--- config.mk ---
export PLATFORM = sky130hd
export DESIGN_NAME = asc_ctrl_status
export DESIGN_NICKNAME = d
export VERILOG_FILES = /design/src/hw/asc_pkg.sv /design/src/hw/asc_ctrl_status.sv
export SDC_FILE = /design/constraint.sdc
export NUM_CORES = 1
export LEC_CHECK = 0
export BUFFER_PORTS_ARGS = -buffer_cell sky130_fd_sc_hd__buf_4
export CELL_PAD_IN_SITES_DETAIL_PLACEMENT = 0
export CELL_PAD_IN_SITES_GLOBAL_PLACEMENT = 1
export CORE_UTILIZATION = 35
export CTS_BUF_LIST = sky130_fd_sc_hd__clkbuf_4
export DETAILED_ROUTE_END_ITERATION = 12
export GPL_TIMING_DRIVEN = 0
export PLACE_DENSITY_LB_ADDON = 0.08
export RECOVER_POWER = 25
export SYNTH_ARGS = -nofsm -noshare
export SYNTH_HDL_FRONTEND = slang
export SYNTH_SLANG_ARGS = --single-unit
--- constraint.sdc ---
create_clock -name clock_i -period 2.2 [get_ports clock_i]
set_clock_uncertainty 0.1 [all_clocks]
set_input_delay 0.11 -clock clock_i [delete_from_list [all_inputs] [get_ports clock_i]]
set_output_delay 0.11 -clock clock_i [all_outputs]
set_load 0.02 [all_outputs]
--- src/hw/asc_pkg.sv ---
// Constants and types of the serial control and status block.
//
// Functional notes
// - Standby hides receiver interrupts; the chosen wake event ends it.
// - Break set then cleared sends one break and a 1; held sends breaks.
// - A break requested before a pending preamble starts replaces it.
// - Received ninth bit loads with the data; 8-bit copies bit 7.
// - Ninth transmit bit is writable and loads with the transmit data.
// - Four error enables gate their error flags onto the error request.
// - Transmit empty sets on hand-off to the shifter; may interrupt.
// - Transmit empty clears by status one read, then data write.
// - Transmit done is set while empty and nothing is shifting.
// - Transmit done clears by itself once anything is queued.
// - Receive full sets when a character enters the data buffer.
// - Receive full clears by status one read, then data read.
// - Idle sets after a frame of ones; may interrupt; read-read clear.
// - Idle needs a received character after enable or after clearing.
// - Overrun keeps the old character, drops the new one, may interrupt.
// - Overrun clears only if it was seen at the status one read.
// - Noise flag sets on noisy samples; may interrupt; read-read clear.
// - Framing flag sets on a zero stop bit; may interrupt.
// - Parity flag sets on a parity mismatch; may interrupt.
// - A break sets break, framing and full flags; ninth bit clears.
// - Break flag clears by status two then data read; rearms on ones.
// - Wake select one wakes on an address mark, zero on idle line.
// - Length select one gives 9-bit characters, zero 8-bit.
package asc_pkg;
    localparam int TMR_W = 16;
    // Register offsets.
    localparam logic [2:0] OFF_CTL1 = 3'h0;
    localparam logic [2:0] OFF_CTL2 = 3'h1;
    localparam logic [2:0] OFF_CTL3 = 3'h2;
    localparam logic [2:0] OFF_STS1 = 3'h3;
    localparam logic [2:0] OFF_STS2 = 3'h4;
    localparam logic [2:0] OFF_DATA = 3'h5;
    // Field positions.
    localparam int C1_PODD   = 0;
    localparam int C1_PAR_ON = 1;
    localparam int C1_WAKE   = 3;
    localparam int C1_LEN9   = 4;
    localparam int C2_TXE_IE = 7;
    localparam int C2_DONE_IE = 6;
    localparam int C2_RXF_IE = 5;
    localparam int C2_IDL_IE = 4;
    localparam int C2_TX_EN  = 3;
    localparam int C2_RX_EN  = 2;
    localparam int C2_STBY   = 1;
    localparam int C2_BRK    = 0;
    localparam int C3_RX9    = 7;
    localparam int C3_TX9    = 6;
    localparam int S1_TXE    = 7;
    localparam int S1_DONE   = 6;
    localparam int S1_RXF    = 5;
    localparam int S1_IDL    = 4;
    localparam int S1_OVR    = 3;
    localparam int S1_NOIS   = 2;
    localparam int S1_FRM    = 1;
    localparam int S1_PAR    = 0;
    localparam int S2_BRK    = 1;
    // Masks, reset values and frame lengths.
    localparam logic [7:0] C1_WMASK  = 8'h1b;
    localparam logic [7:0] C3_WMASK  = 8'h4f;
    localparam logic [7:0] S1_RXMASK = 8'h3f;
    localparam logic [7:0] STS1_RST  = 8'hc0;
    localparam logic [3:0] FRAME8    = 4'ha;
    localparam logic [3:0] FRAME9    = 4'hb;
    // Engine states.
    typedef enum logic [1:0] {
        TX_IDLE = 2'b00, TX_SEND = 2'b01, TX_BREAK = 2'b10
    } asc_tx_e;
    typedef enum logic [1:0] {
        RX_HUNT = 2'b00, RX_START = 2'b01, RX_BITS = 2'b10
    } asc_rx_e;
    // Register port request.
    typedef struct packed {
        logic [2:0] addr;
        logic [7:0] wdata;
        logic       wr;
        logic       rd;
    } asc_req_s;
    // Whole state of the block.
    typedef struct packed {
        logic [7:0]       ctl1;
        logic [7:0]       ctl2;
        logic [7:0]       ctl3;
        logic [7:0]       s1;
        logic             brk_f;
        logic             brk_arm;
        logic [7:0]       snap1;
        logic             snap2;
        logic [7:0]       rx_data;
        logic [7:0]       tx_data;
        asc_tx_e          tx_st;
        logic [10:0]      tx_sh;
        logic [3:0]       tx_cnt;
        logic [TMR_W-1:0] tx_tmr;
        logic             pre_pend;
        logic             brk_pend;
        logic             tx_line;
        logic             rx_s1;
        logic             rx_s2;
        logic [2:0]       hist;
        asc_rx_e          rx_st;
        logic [9:0]       rx_sh;
        logic [3:0]       rx_cnt;
        logic [TMR_W-1:0] rx_tmr;
        logic             noise;
        logic [3:0]       ones;
        logic             idl_arm;
        logic [7:0]       rdata;
    } asc_state_s;
    localparam asc_state_s ST_RST = '{s1: STS1_RST, tx_st: TX_IDLE,
        tx_line: 1'b1, rx_s1: 1'b1, rx_s2: 1'b1, hist: 3'h7,
        rx_st: RX_HUNT, default: '0};
endpackage

--- src/hw/asc_ctrl_status.sv ---
// Serial transceiver control, status flags and line engines.
//
// Decided for this implementation: the address map and the strobed register port.
`timescale 1ns/100ps
`default_nettype none
module asc_ctrl_status #(
    parameter int BIT_CLKS = 16
) (
    // Clock, reset and clock enable.
    input  wire logic              clock_i,
    input  wire logic              srst_i,
    input  wire logic              ce_i,
    // Register port.
    input  wire asc_pkg::asc_req_s req_i,
    output logic [7:0]             rdata_o,
    // Serial pins.
    input  wire logic              rx_i,
    output logic                   tx_o,
    // Interrupt requests.
    output logic                   tx_irq_o,
    output logic                   rx_irq_o,
    output logic                   err_irq_o
);
    import asc_pkg::*;

    localparam logic [TMR_W-1:0] BIT_LAST = TMR_W'(BIT_CLKS - 1);
    localparam logic [TMR_W-1:0] BIT_MID  = TMR_W'(BIT_CLKS / 2);

    // Refuse bit periods the timers cannot hold.
    if (BIT_CLKS < 4 || BIT_CLKS > 65535)
    begin : g_bad
        $error("BIT_CLKS out of range");
    end

    // Frame length in bits for the selected character length.
    function automatic logic [3:0] frame_len(input logic len9);
        return len9 ? FRAME9 : FRAME8;
    endfunction

    // Parity bit over the data bits below the most significant one.
    function automatic logic par_bit(input logic [8:0] d,
                                     input logic len9,
                                     input logic odd);
        return (len9 ? ^d[7:0] : ^d[6:0]) ^ odd;
    endfunction

    asc_state_s  st_r;
    asc_state_s  st_nxt;
    logic        len9;
    logic        rd_s1;
    logic        rd_s2;
    logic        rd_dat;
    logic        wr_dat;
    logic [7:0]  clr;
    logic [8:0]  txd;
    logic        tx_go;
    logic        tx_tick;
    logic        rx_tick;
    logic        maj;
    logic        noisy;
    logic        rx_done;
    logic        rx_brk;
    logic        idle_ev;
    logic [9:0]  fr;
    logic [7:0]  rxd;
    logic        mark;
    logic        perr;

    // ****************************************************************
    // Next-state logic
    // ****************************************************************

    // Register access, flag clearing and both line engines.
    always_comb
    begin
        st_nxt  = st_r;
        len9    = st_r.ctl1[C1_LEN9];
        rd_s1   = req_i.rd && req_i.addr == OFF_STS1;
        rd_s2   = req_i.rd && req_i.addr == OFF_STS2;
        rd_dat  = req_i.rd && req_i.addr == OFF_DATA;
        wr_dat  = req_i.wr && req_i.addr == OFF_DATA;
        rx_done = 1'b0;
        idle_ev = 1'b0;

        // Clear only what the last status read recorded.
        clr = rd_dat ? (st_r.snap1 & S1_RXMASK) : 8'h00;
        if (wr_dat)
        begin
            clr[S1_TXE] = st_r.snap1[S1_TXE];
        end
        st_nxt.s1 = st_r.s1 & ~clr;
        if (clr[S1_IDL])
        begin
            st_nxt.idl_arm = 1'b0;
        end
        if (rd_dat)
        begin
            st_nxt.snap1 = st_r.snap1 & ~S1_RXMASK;
            st_nxt.snap2 = 1'b0;
            if (st_r.snap2)
            begin
                st_nxt.brk_f = 1'b0;
            end
        end
        if (wr_dat)
        begin
            st_nxt.snap1[S1_TXE] = 1'b0;
            st_nxt.tx_data       = req_i.wdata;
        end
        // Status reads record which flags stand now.
        if (rd_s1)
        begin
            st_nxt.snap1 = st_r.s1;
        end
        if (rd_s2)
        begin
            st_nxt.snap2 = st_r.brk_f;
        end

        // Control register writes.
        if (req_i.wr && req_i.addr == OFF_CTL1)
        begin
            st_nxt.ctl1 = req_i.wdata & C1_WMASK;
        end
        if (req_i.wr && req_i.addr == OFF_CTL2)
        begin
            st_nxt.ctl2 = req_i.wdata;
            if (req_i.wdata[C2_TX_EN] && !st_r.ctl2[C2_TX_EN])
            begin
                st_nxt.pre_pend = 1'b1;
            end
            if (req_i.wdata[C2_RX_EN] && !st_r.ctl2[C2_RX_EN])
            begin
                st_nxt.idl_arm = 1'b0;
            end
            if (req_i.wdata[C2_BRK])
            begin
                st_nxt.brk_pend = 1'b1;
            end
        end
        if (req_i.wr && req_i.addr == OFF_CTL3)
        begin
            st_nxt.ctl3 = (req_i.wdata & C3_WMASK) | (st_r.ctl3 & ~C3_WMASK);
        end

        // Read data stand one cycle after the strobe.
        st_nxt.rdata = 8'h00;
        if (req_i.rd)
        begin
            case (req_i.addr)
                OFF_CTL1: st_nxt.rdata = st_r.ctl1;
                OFF_CTL2: st_nxt.rdata = st_r.ctl2;
                OFF_CTL3: st_nxt.rdata = st_r.ctl3;
                OFF_STS1: st_nxt.rdata = st_r.s1;
                OFF_STS2: st_nxt.rdata = {6'h00, st_r.brk_f, 1'b0};
                OFF_DATA: st_nxt.rdata = st_r.rx_data;
                default:  st_nxt.rdata = 8'h00;
            endcase
        end

        // Transmit character with optional parity in its top bit.
        txd = {st_r.ctl3[C3_TX9], st_r.tx_data};
        if (st_r.ctl1[C1_PAR_ON])
        begin
            if (len9)
            begin
                txd[8] = par_bit(txd, len9, st_r.ctl1[C1_PODD]);
            end
            else
            begin
                txd[7] = par_bit(txd, len9, st_r.ctl1[C1_PODD]);
            end
        end
        tx_go   = st_r.ctl2[C2_TX_EN];
        tx_tick = st_r.tx_tmr == BIT_LAST;
        st_nxt.tx_tmr = tx_tick ? '0 : st_r.tx_tmr + TMR_W'(1);

        // Transmit engine.
        unique case (st_r.tx_st)
            TX_IDLE:
            begin
                st_nxt.tx_tmr = '0;
                if (tx_go && (st_r.brk_pend || st_r.ctl2[C2_BRK]))
                begin
                    st_nxt.tx_st    = TX_BREAK;
                    st_nxt.tx_line  = 1'b0;
                    st_nxt.tx_cnt   = frame_len(len9);
                    st_nxt.brk_pend = 1'b0;
                    st_nxt.pre_pend = 1'b0;
                end
                else if (tx_go && st_r.pre_pend)
                begin
                    st_nxt.tx_st    = TX_SEND;
                    st_nxt.tx_sh    = '1;
                    st_nxt.tx_cnt   = frame_len(len9);
                    st_nxt.pre_pend = 1'b0;
                end
                else if (tx_go && !st_r.s1[S1_TXE])
                begin
                    st_nxt.tx_st      = TX_SEND;
                    st_nxt.tx_line    = 1'b0;
                    st_nxt.tx_sh      = len9 ? {2'b11, txd}
                                             : {3'b111, txd[7:0]};
                    st_nxt.tx_cnt     = frame_len(len9);
                    st_nxt.s1[S1_TXE] = 1'b1;
                end
            end
            TX_SEND:
            begin
                if (tx_tick && st_r.tx_cnt == 4'h1)
                begin
                    st_nxt.tx_st   = TX_IDLE;
                    st_nxt.tx_line = 1'b1;
                end
                else if (tx_tick)
                begin
                    st_nxt.tx_line = st_r.tx_sh[0];
                    st_nxt.tx_sh   = {1'b1, st_r.tx_sh[10:1]};
                    st_nxt.tx_cnt  = st_r.tx_cnt - 4'h1;
                end
            end
            TX_BREAK:
            begin
                if (tx_tick && st_r.tx_cnt == 4'h1)
                begin
                    if (st_r.ctl2[C2_BRK])
                    begin
                        st_nxt.tx_cnt   = frame_len(len9);
                        st_nxt.brk_pend = 1'b0;
                    end
                    else
                    begin
                        st_nxt.tx_st   = TX_SEND;
                        st_nxt.tx_line = 1'b1;
                        st_nxt.tx_sh   = '1;
                        st_nxt.tx_cnt  = 4'h1;
                    end
                end
                else if (tx_tick)
                begin
                    st_nxt.tx_cnt = st_r.tx_cnt - 4'h1;
                end
            end
            default:
            begin
                st_nxt.tx_st = TX_IDLE;
            end
        endcase

        // Done while empty and nothing shifts or waits to shift.
        st_nxt.s1[S1_DONE] = st_nxt.s1[S1_TXE] && st_nxt.tx_st == TX_IDLE
            && !st_nxt.pre_pend && !st_nxt.brk_pend
            && !st_nxt.ctl2[C2_BRK];

        // Receive pin synchroniser and three-sample majority vote.
        st_nxt.rx_s1 = rx_i;
        st_nxt.rx_s2 = st_r.rx_s1;
        st_nxt.hist  = {st_r.hist[1:0], st_r.rx_s2};
        maj   = (st_r.hist[0] & st_r.hist[1]) | (st_r.hist[0] & st_r.hist[2])
              | (st_r.hist[1] & st_r.hist[2]);
        noisy = !(&st_r.hist) && (|st_r.hist);
        rx_tick = st_r.rx_tmr == BIT_MID;
        st_nxt.rx_tmr = (st_r.rx_tmr == BIT_LAST) ? '0
                                                  : st_r.rx_tmr + TMR_W'(1);
        fr = {maj, st_r.rx_sh[9:1]};

        // Receive engine.
        unique case (st_r.rx_st)
            RX_HUNT:
            begin
                if (!st_r.ctl2[C2_RX_EN] || !st_r.rx_s2)
                begin
                    st_nxt.ones = 4'h0;
                end
                if (st_r.ctl2[C2_RX_EN] && !st_r.rx_s2 && st_r.hist[0])
                begin
                    st_nxt.rx_st  = RX_START;
                    st_nxt.rx_tmr = '0;
                    st_nxt.noise  = 1'b0;
                end
                else if (st_r.ctl2[C2_RX_EN] && st_r.rx_s2)
                begin
                    st_nxt.brk_arm = 1'b1;
                    if (st_r.rx_tmr == BIT_LAST
                        && st_r.ones != frame_len(len9))
                    begin
                        st_nxt.ones = st_r.ones + 4'h1;
                        idle_ev = st_nxt.ones == frame_len(len9);
                    end
                end
            end
            RX_START:
            begin
                if (rx_tick && maj)
                begin
                    st_nxt.rx_st = RX_HUNT;
                end
                else if (rx_tick)
                begin
                    st_nxt.rx_st  = RX_BITS;
                    st_nxt.rx_cnt = frame_len(len9) - 4'h1;
                    st_nxt.noise  = noisy;
                end
            end
            RX_BITS:
            begin
                if (rx_tick)
                begin
                    st_nxt.rx_sh  = fr;
                    st_nxt.noise  = st_r.noise | noisy;
                    st_nxt.rx_cnt = st_r.rx_cnt - 4'h1;
                    if (st_r.rx_cnt == 4'h1)
                    begin
                        rx_done      = 1'b1;
                        st_nxt.rx_st = RX_HUNT;
                        st_nxt.ones  = 4'h0;
                    end
                end
            end
            default:
            begin
                st_nxt.rx_st = RX_HUNT;
            end
        endcase

        // Decode the finished frame.
        rxd    = len9 ? fr[7:0] : fr[8:1];
        rx_brk = len9 ? (fr == 10'h000) : (fr[9:1] == 9'h000);
        mark   = len9 ? fr[8] : rxd[7];
        perr   = st_r.ctl1[C1_PAR_ON] && !rx_brk
              && mark != par_bit({fr[8], rxd}, len9, st_r.ctl1[C1_PODD]);
        if (rx_done && st_r.ctl2[C2_STBY] && st_r.ctl1[C1_WAKE] && mark)
        begin
            st_nxt.ctl2[C2_STBY] = 1'b0;
        end
        if (rx_done && !st_nxt.ctl2[C2_STBY])
        begin
            if (st_r.s1[S1_RXF] && !clr[S1_RXF])
            begin
                st_nxt.s1[S1_OVR] = 1'b1;
            end
            else
            begin
                st_nxt.rx_data     = rxd;
                st_nxt.ctl3[C3_RX9] = (rx_brk && len9) ? 1'b0 : fr[8];
                st_nxt.s1[S1_RXF]  = 1'b1;
                st_nxt.idl_arm     = 1'b1;
                st_nxt.s1[S1_FRM]  = st_nxt.s1[S1_FRM] | !fr[9];
                st_nxt.s1[S1_PAR]  = st_nxt.s1[S1_PAR] | perr;
                st_nxt.s1[S1_NOIS] = st_nxt.s1[S1_NOIS] | st_nxt.noise;
                if (rx_brk && st_r.brk_arm)
                begin
                    st_nxt.brk_f   = 1'b1;
                    st_nxt.brk_arm = 1'b0;
                end
            end
        end

        // An idle line wakes the receiver or raises the idle flag.
        if (idle_ev && st_r.ctl2[C2_STBY] && !st_r.ctl1[C1_WAKE])
        begin
            st_nxt.ctl2[C2_STBY] = 1'b0;
        end
        else if (idle_ev && !st_r.ctl2[C2_STBY] && st_r.idl_arm)
        begin
            st_nxt.s1[S1_IDL] = 1'b1;
        end
    end

    // ****************************************************************
    // State register
    // ****************************************************************

    // Reset leaves the received data and ninth bit untouched.
    always_ff @(posedge clock_i)
    begin
        if (srst_i)
        begin
            st_r               <= ST_RST;
            st_r.ctl3[C3_RX9]  <= st_r.ctl3[C3_RX9];
            st_r.rx_data       <= st_r.rx_data;
        end
        else if (ce_i)
        begin
            st_r <= st_nxt;
        end
    end

    // Outputs and interrupt requests.
    assign rdata_o   = st_r.rdata;
    assign tx_o      = st_r.tx_line;
    assign tx_irq_o  = (st_r.s1[S1_TXE] && st_r.ctl2[C2_TXE_IE])
                    || (st_r.s1[S1_DONE] && st_r.ctl2[C2_DONE_IE]);
    assign rx_irq_o  = !st_r.ctl2[C2_STBY]
                    && ((st_r.s1[S1_RXF] && st_r.ctl2[C2_RXF_IE])
                    || (st_r.s1[S1_IDL] && st_r.ctl2[C2_IDL_IE]));
    assign err_irq_o = |(st_r.s1[S1_OVR:S1_PAR]
                       & st_r.ctl3[S1_OVR:S1_PAR]);
endmodule
`default_nettype wire

=== Yosys cells after proc, flatten, opt, wreduce, memory -nomap -nowiden ===
Cells that the tools add are included.

* Register bits after elaboration: 141
* Input bits: 17
* Output and inout bits: 12

* $add $sub $neg: 6
* Equality and inequality tests: 34
* Mux-type cells: 109
* Bitwise operators: 17
* Reduce and logical (&&, ||, !) cells: 94

{| class="wikitable"
|+ Operators by type and width
! kind !! number
|-
| two-way mux 17 bit || 4
|-
| two-way mux 16 bit || 4
|-
| two-way mux 1 bit || 55
|-
| equality test 16 x 4 -> 1 bit (second input constant) || 3
|-
| case mux 8 bit (6 select lines) || 1
|-
| case mux 15 bit (3 select lines) || 1
|-
| two-way mux 4 bit || 11
|-
| logical AND 1 bit || 41
|-
| adder 16 x 1 -> 16 bit (second input constant) || 2
|-
| two-way mux 8 bit || 4
|-
| two-way mux 15 bit || 2
|-
| two-way mux 13 bit || 2
|-
| two-way mux 2 bit || 11
|-
| inequality test 2 bit (second input constant) || 10
|-
| inequality test 3 bit (second input constant) || 6
|-
| case mux 4 bit (2 select lines) || 2
|-
| AND reduction 2 bit || 8
|-
| parity 8 bit || 2
|-
| zero test 1 bit || 14
|-
| parity 7 bit || 2
|-
| two-way mux 6 bit || 2
|-
| case mux 2 bit (3 select lines) || 2
|-
| subtractor 4 x 1 -> 4 bit (second input constant) || 3
|-
| two-way mux 11 bit || 1
|-
| 39 further kinds || 67
|}

=== Longest topological paths before layout ===
Gate-level depths: netlist of run 1.

* Word-level depth: 15
* Depth in mapped cells: 9
* Mapped depth without buffers: 8

=== Worst setup path after synthesis of run 1 ===
OpenSTA, ideal clock, no wires.

* Path kind: reg-to-reg
* Start point: register st_r[22] (netlist name)
* End point: register st_r[100] (netlist name), enable pin
* Library setup time: 332 ps
* Data arrival time: 1894 ps
* Data required time: 1768 ps
* Slack: -126 ps
* Cell stages (with the launch flop): 6
* Clock period less this slack: 2326 ps
* Cells stage by stage: dfxtp_1 > nor4_4 > nand4_4 > or4_1 > and3b_2 > and2_1

* Cells in the longest elaborated chain, start to end: 10

{| class="wikitable"
|+ Ends and longest elaborated chain
! item !! RTL line !! source
|-
| from (decl) || asc_ctrl_status.sv:47 || <nowiki>asc_state_s st_r;</nowiki>
|-
| from (signal assigned) || asc_ctrl_status.sv:385 || <nowiki>st_r <= st_nxt;</nowiki>
|-
| equality test 16 x 4 -> 1 bit (*) || asc_ctrl_status.sv:262 || <nowiki>rx_tick = st_r.rx_tmr == BIT_MID;</nowiki>
|-
| two-way mux 1 bit (*) || asc_ctrl_status.sv:307 || <nowiki>if (rx_tick)</nowiki>
|-
| two-way mux 1 bit (*) || asc_ctrl_status.sv:268 || <nowiki>unique case (st_r.rx_st)</nowiki>
|-
| logical AND 1 bit (3 in series) || asc_ctrl_status.sv:332 || <nowiki>if (rx_done && st_r.ctl2[C2_STBY] && st_r.ctl1[C1_WAKE] && mark)</nowiki>
|-
| two-way mux 1 bit || asc_ctrl_status.sv:332 ||
|-
| zero test 1 bit || asc_ctrl_status.sv:336 || <nowiki>if (rx_done && !st_nxt.ctl2[C2_STBY])</nowiki>
|-
| logical AND 1 bit (*) || asc_ctrl_status.sv:336 ||
|-
| AND reduction 4 bit (no source line) (*) || n/a ||
|}

Every way passes the cells marked *; elsewhere a longest branch is shown, timed or not.
A chain may end at the register's enable or synchronous reset.

=== Worst setup path in the final report of run 1 ===
* Start point: register st_r[28] (netlist name)
* End point: register st_r[96] (netlist name), enable pin

Same word-level chain as after synthesis.

==> results of run 1 <==
==> repair_timing <==
action                                 CTS  global route
setup endpoints to repair               79            66
pin swaps                                7            18
resized for setup                       23            63
buffers inserted                        14            15
cloned                                   0             1
hold buffers                            15             1
endpoints found under the hold margin   42             1
==> stage by stage <==
stage	setup TNS (ns)	total power, mW
global placement	-9.18	2.90
detailed placement	-10.14	2.90
global route	-2.18	4.84
finish	-0.533	4.63
floorplan	0	2.78
CTS	-1.45	4.70
==> flip-flops by register name (all words and copies together) (netlist names) <==
signal   cells
fr           9
len9         1
rdata_o      8
st_nxt       4
st_r       115
tx_o         1
==> layout by cell type, fill, tap and decap left out, types with 5 or more instances in the layout <==
cell type,netlist,layout
ha_1,12,9
nor3b_1,5,5
clkbuf_4,0,18
xnor2_1,25,25
nor2_1,104,103
and4_1,6,5
nand3_1,22,22
dfxtp_2,0,14
a22oi_1,12,12
and2_1,16,15
a21oi_1,46,43
edfxtp_1,9,9
nand2_1,92,90
dlygate4sd3_1,0,16
nand4_1,17,17
dfxtp_1,129,111
clkbuf_1,35,42
nor4_4,2,5
buf_2,7,6
nor3_1,15,14
nor2b_1,12,12
o21ai_0,56,53
mux2i_1,35,35
xor2_1,21,21
nand2b_1,7,6
inv_1,20,18
mux2_2,10,10
a31oi_1,17,17
a32o_1,5,5
buf_4,10,46
==> metal layers <==
layer	global-route usage (%)	wire length, um
met5	0	0
met4	6.56	380
met1	28.3	10400
met2	34.4	10400
met3	3.00	829
==> logic make-up after synthesis <==
| family | count (synthesis) | share of synthesized area (%) |
|---|---|---|
| and+or+nand+nor | 337 | 23.6 |
| DFF | 138 | 39.3 |
| AOI/OAI and AO/OA | 193 | 17.5 |
| muxes | 48 | 7.20 |
| xor gates and xnor gates | 46 | 5.55 |
| adders and majority gates | 13 | 2.20 |
| buffers and inverters | 77 | 4.72 |
==> how the worst max path moves through the flow <==
stage | to | slack (ns)
3_5_place_dp | st_r[73]$_SDFFE_PP0P_ | -0.41
3_3_place_gp | st_r[73]$_SDFFE_PP0P_ | -0.41
2_1_floorplan | st_r[100]$_DFFE_PP_ | 0.007
6_report | st_r[96]$_DFFE_PP_ | -0.08
4_1_cts | st_r[96]$_DFFE_PP_ | -0.11
5_1_grt | st_r[96]$_DFFE_PP_ | -0.15
==> worst max-delay path, delay by kind of cell, from the launching register on <==
| family | cells | cell delay [ns] |
|---|---|---|
| DFF | 1 | 0.37 |
| and+or+nand+nor | 5 | 1.52 |
==> power groups by stage <==
stage	clock network [mW]	registers (mW)	logic [mW]
final	1.76	2.55	0.319
after global routing	1.94	2.56	0.347
after CTS	1.82	2.55	0.320
after detailed placement	0	2.61	0.293
after global placement	0	2.61	0.290
after floorplan	0	2.61	0.173
==> area by class of cell <==
type                       count  area, um2  area share (%)
clock buffer                  17        128            1.47
sequential                   138       2890            33.2
clock inverter                15        159            1.83
tap                          270        338            3.88
inverter                      21       81.3           0.934
buffer                        49        251            2.89
antenna                        1       2.50          0.0288
timing repair buffer          71        551            6.33
multi-input combinational    637       4310            49.5
==> impl_metrics.yaml, run 1 <==
outcome:
  status: "finished with violations"
  violations: "setup timing"
synthesis:
  synth_flop_cell: "dfxtp_1"
  yosysMostFrequentCell: "dfxtp_1"
  synth_area_um2: 7260
  yosysTopAreaCell: "dfxtp_1"
  synth_cells: 852
  synth_area_per_cell_um2: 8.53
  synth_top_area_share_pct: 35.5
  syn_nets: 881
  synth_enable_flop_cells: 9
  ys_top_cells_by_area: "dfxtp_1 36%, nor2_1 5.4%, mux2i_1 4.8%, nand2_1 4.8%, o21ai_0 3.9%"
  yosys_register_bits: 138
  async_reset_ff_share_pct: 0
  ys_seq_area_share_pct: 39.3
  yosysUniqueCellTypes: 80
  yosys_warnings: 0
  synthTopCellsByCount: "129 x dfxtp_1, 104 x nor2_1, 92 x nand2_1"
min_path:
  holdCritPathClass: "primary input to register"
  hold_depth: 3
  worstHoldStart: "srst_i"
  min_to: "st_r[72]$_SDFFE_PP0P_"
cts:
  htree_num_levels: 4
  insertion_delay_ns: 0.56
  cts_buffers: 17
  clk_pin_slew_ns: 0.14
  cts.sinks: 138
  cts-root-buf: "clkbuf_4"
  clockBufferDepth: 2
  cts_tree: "done"
placement:
  portBuffers: 25
  place.gp.congestion: 0.839
  dp_hpwl_mm: 15.5
  post-place-ws_ns: -0.413
  postPlaceCellArea_um2: 7800
  dp_cells: 1147
grt:
  track_usage_pct: 20.9
  grt_pass1_wl_mm: 34.9
  antenna_found_initial: 2
  grt_pass1_vias: 6355
  overflow: 0
  grt_max_degree: 17
worst_setup_path:
  path_class: "register to register"
  rr_worst_depth: 5
  cp.arrival_ns: 2.45
  slowest_delay_ns: 0.52
  end_kind: "register"
  crit_required_ns: 2.37
  cp_slowest_cell: "or4_4"
  crit_path_start_kind: "register"
  r2r-start: "st_r[28]$_SDFFE_PP0P_"
  startpoint: "st_r[28]$_SDFFE_PP0P_"
  reg2reg_to: "st_r[96]$_DFFE_PP_"
  path_cells: "nor4_4 -> nand4_4 -> or4_4 -> and3b_2 -> and2_4"
  crit_fanout: 8
  rrSetupSlack_ns: -0.08
detailed_routing:
  drtIter0Drc: 383
  first_pass_iters: 4
  drt-wirelength-per-cell_um: 18.0
  finalWirelength_mm: 21.9
  num_vias: 6541
  drtAntennaViolNets: 0
  drc: 0
  via_per_inst: 5.37
floorplan:
  core_um2: 20300
  die_h_um: 146
  rows: 52
  die_area_um2: 21300
  start_util_pct: 35.8
  ios: 29
  die_w_um: 146
pwr:
  p_switching_mw: 1.29
  pwr-share-seq_pct: 55.1
  p_leak_nw: 3.03
  p_sw_share_pct: 27.9
  powerDensity_nw_per_um2: 532
  power_frac_comb_pct: 6.9
  ir_worst_vdd_v: 0.000296
  p_clk_share_pct: 38.0
  p_int_mw: 3.34
timing:
  fin_crit_sh_pct: 104
  hold_viol: 0
  finalSetupViolations: 9
  clock.fmax_mhz: 438
  min_period_ns: 2.28
  rsz0062_at_grt: "true"
  fin_hold_ws_ns: 0.0260
  timing.final.max_slew_violations: 0
  final.setup.worst_slack_ns: -0.0823
  worst_pin_slew_ns: 0.912
  relSlewSlack_pct: 39.2
finish:
  final_cell_count_no_fill: 1219
  area_growth_pct: 19.8
  drive_gt1_share_pct: 18.5
  stdcell_area_um2: 8700
  fin_util_pct: 42.9
  fill_cells: 2069
  nNetsFinal: 964
run:
  cap_violations: 0
(Power assumes the default switching activity.)
==> run 2: changes to the inputs <==
--- a/config.mk
+++ b/config.mk
@@ -11,9 +11,9 @@
 export CORE_UTILIZATION = 35
 export CTS_BUF_LIST = sky130_fd_sc_hd__clkbuf_4
 export DETAILED_ROUTE_END_ITERATION = 12
-export GPL_TIMING_DRIVEN = 0
 export PLACE_DENSITY_LB_ADDON = 0.08
 export RECOVER_POWER = 25
+export SETUP_SLACK_MARGIN = 0.15
 export SYNTH_ARGS = -nofsm -noshare
 export SYNTH_HDL_FRONTEND = slang
 export SYNTH_SLANG_ARGS = --single-unit
==> run 2 against run 1 <==
  * Combinational power decreased by 1%
  * Setup slack better by 0.13 ns
  * Critical endpoint is now st_r[95]$_DFFE_PP_
  * Register-to-register slack better by 0.13 ns
  * The flow now finishes without violations
==> impl_metrics.yaml, run 2 (synthesis results as in run 1) <==
timing:
  finalSetupViolations: 0
  timing.final.max_slew_violations: 0
  min_period_ns: 2.15
  fin_hold_ws_ns: 0.225
  relSlewSlack_pct: 55.9
  hold_viol: 0
  fin_crit_sh_pct: 97.6
  clock.fmax_mhz: 466
  rsz0062_at_grt: "true"
  worst_pin_slew_ns: 0.662
placement:
  dp_cells: 1172
  portBuffers: 28
  place.gp.congestion: 0.876
  dp_hpwl_mm: 14.5
cts:
  insertion_delay_ns: 0.55
  cts.sinks: 138
  clk_pin_slew_ns: 0.13
  clockBufferDepth: 2
  cts_tree: "done"
  htree_num_levels: 4
  cts_buffers: 17
  cts-root-buf: "clkbuf_4"
detailed_routing:
  via_per_inst: 5.26
  num_vias: 6490
  drtIter0Drc: 264
  finalWirelength_mm: 20.5
  drc: 0
  drt-wirelength-per-cell_um: 16.6
  first_pass_iters: 6
  drtAntennaViolNets: 0
finish:
  nNetsFinal: 978
  fin_util_pct: 44.6
  regMostFlops: "st_r"
  drive_gt1_share_pct: 24.9
  most-common-layout-cells: "118 x dfxtp_1, 102 x nor2_1, 92 x buf_4"
  final_cell_count_no_fill: 1233
  fill_cells: 2059
  area_growth_pct: 24.6
  final_common_cell: "dfxtp_1"
  largest_reg_flops: 115
outcome:
  status: "finished, final reports clean"
floorplan:
  core_um2: 20300
  die_w_um: 146
  rows: 52
  die_area_um2: 21300
  die_h_um: 146
  ios: 29
  start_util_pct: 35.8
worst_setup_path:
  rr_worst_depth: 5
  end_kind: "register"
  crit_family: "simple AND/OR/NAND/NOR gates"
  cp-endpoint: "st_r[95]$_DFFE_PP_"
  crit_path_start_kind: "register"
  cp.depth: 5
  crit_fanout: 8
  cp_slowest_cell: "or4_4"
  r2r-start: "st_r[18]$_SDFFE_PP0P_"
  cp.arrival_ns: 2.33
  critPathBufInv: 0
  rrSetupSlack_ns: 0.05
  crit_required_ns: 2.38
  slowest_delay_ns: 0.50
  startpoint: "st_r[18]$_SDFFE_PP0P_"
  path_cells: "nor4b_4 -> nand4_4 -> or4_4 -> and3b_2 -> and2_4"
  path_class: "register to register"
  reg2reg_to: "st_r[95]$_DFFE_PP_"
run:
  cap_violations: 0
pwr:
  ir_worst_vdd_v: 0.000286
  p_leak_nw: 3.25
  finalPower_mw: 4.61
  powerDensity_nw_per_um2: 510
grt:
  grt_pass1_wl_mm: 33.5
  antenna_found_initial: 1
  grt_max_degree: 28
  grt_pass1_vias: 6356
  overflow: 0
  track_usage_pct: 19.6
min_path:
  holdCritPathClass: "primary input to register"
-- run 2: report_power, final --
group	switching, mW	internal, mW
sequential	0.0167	2.54
clock	1.04	0.711
combinational	0.189	0.125
total	1.24	3.37
-- run 2: routing by layer --
| layer | wire length [um] | track usage (%) |
|---|---|---|
| met1 | 9570 | 25.8 |
| met2 | 10100 | 32.9 |
| met3 | 489 | 2.97 |
| met4 | 345 | 6.51 |
| met5 | 0 | 0 |
-- run 2: per-stage QoR --
stage	setup TNS, ns	setup slack [ns]	cell area [um2]
floorplan	0	0.0236	7290
global placement	-0.0596	-0.00756	8190
detailed placement	-0.127	-0.0330	8190
CTS	0	0.0380	8710
global route	-0.0430	-0.0113	9050
finish	0	0.0523	9050
-- run 2: what timing repair did --
item                       4_1_cts  5_1_grt
hold buffers                    16        0
hold endpoints to repair        59        0
setup buffers                    2        8
pin swaps                        5       29
cloned                           0        2
gates resized for setup         13       90
setup endpoints to repair       45       55
-- run 2: worst min path at each step --
stage,from,endpoint,depth (start not counted)
floorplan,rx_i,st_nxt[49]$_SDFFE_PP1P_,2
global placement,rx_i,st_nxt[49]$_SDFFE_PP1P_,3
detailed placement,rx_i,st_nxt[49]$_SDFFE_PP1P_,3
CTS,req_i[7],st_r[92]$_SDFFE_PP0P_,4
global route,rx_i,st_nxt[49]$_SDFFE_PP1P_,4
finish,rx_i,st_nxt[49]$_SDFFE_PP1P_,4
-- run 2: area by class of cell --
class / instances / area (um2) / area share, %
clock buffer: 18 / 135 / 1.49
inverter: 21 / 78.8 / 0.871
multi-input combinational: 637 / 4380 / 48.4
timing repair buffer: 134 / 1080 / 11.9
clock inverter: 14 / 160 / 1.77
antenna: 1 / 2.50 / 0.0277
sequential: 138 / 2870 / 31.8
tap: 270 / 338 / 3.73
-- run 2: worst reg2reg max path: stages, from the launching register on --
cell and delay (ns):
dfxtp_4 0.37, nor4b_4 0.31, nand4_4 0.13, or4_4 0.51, and3b_2 0.27, and2_4 0.20
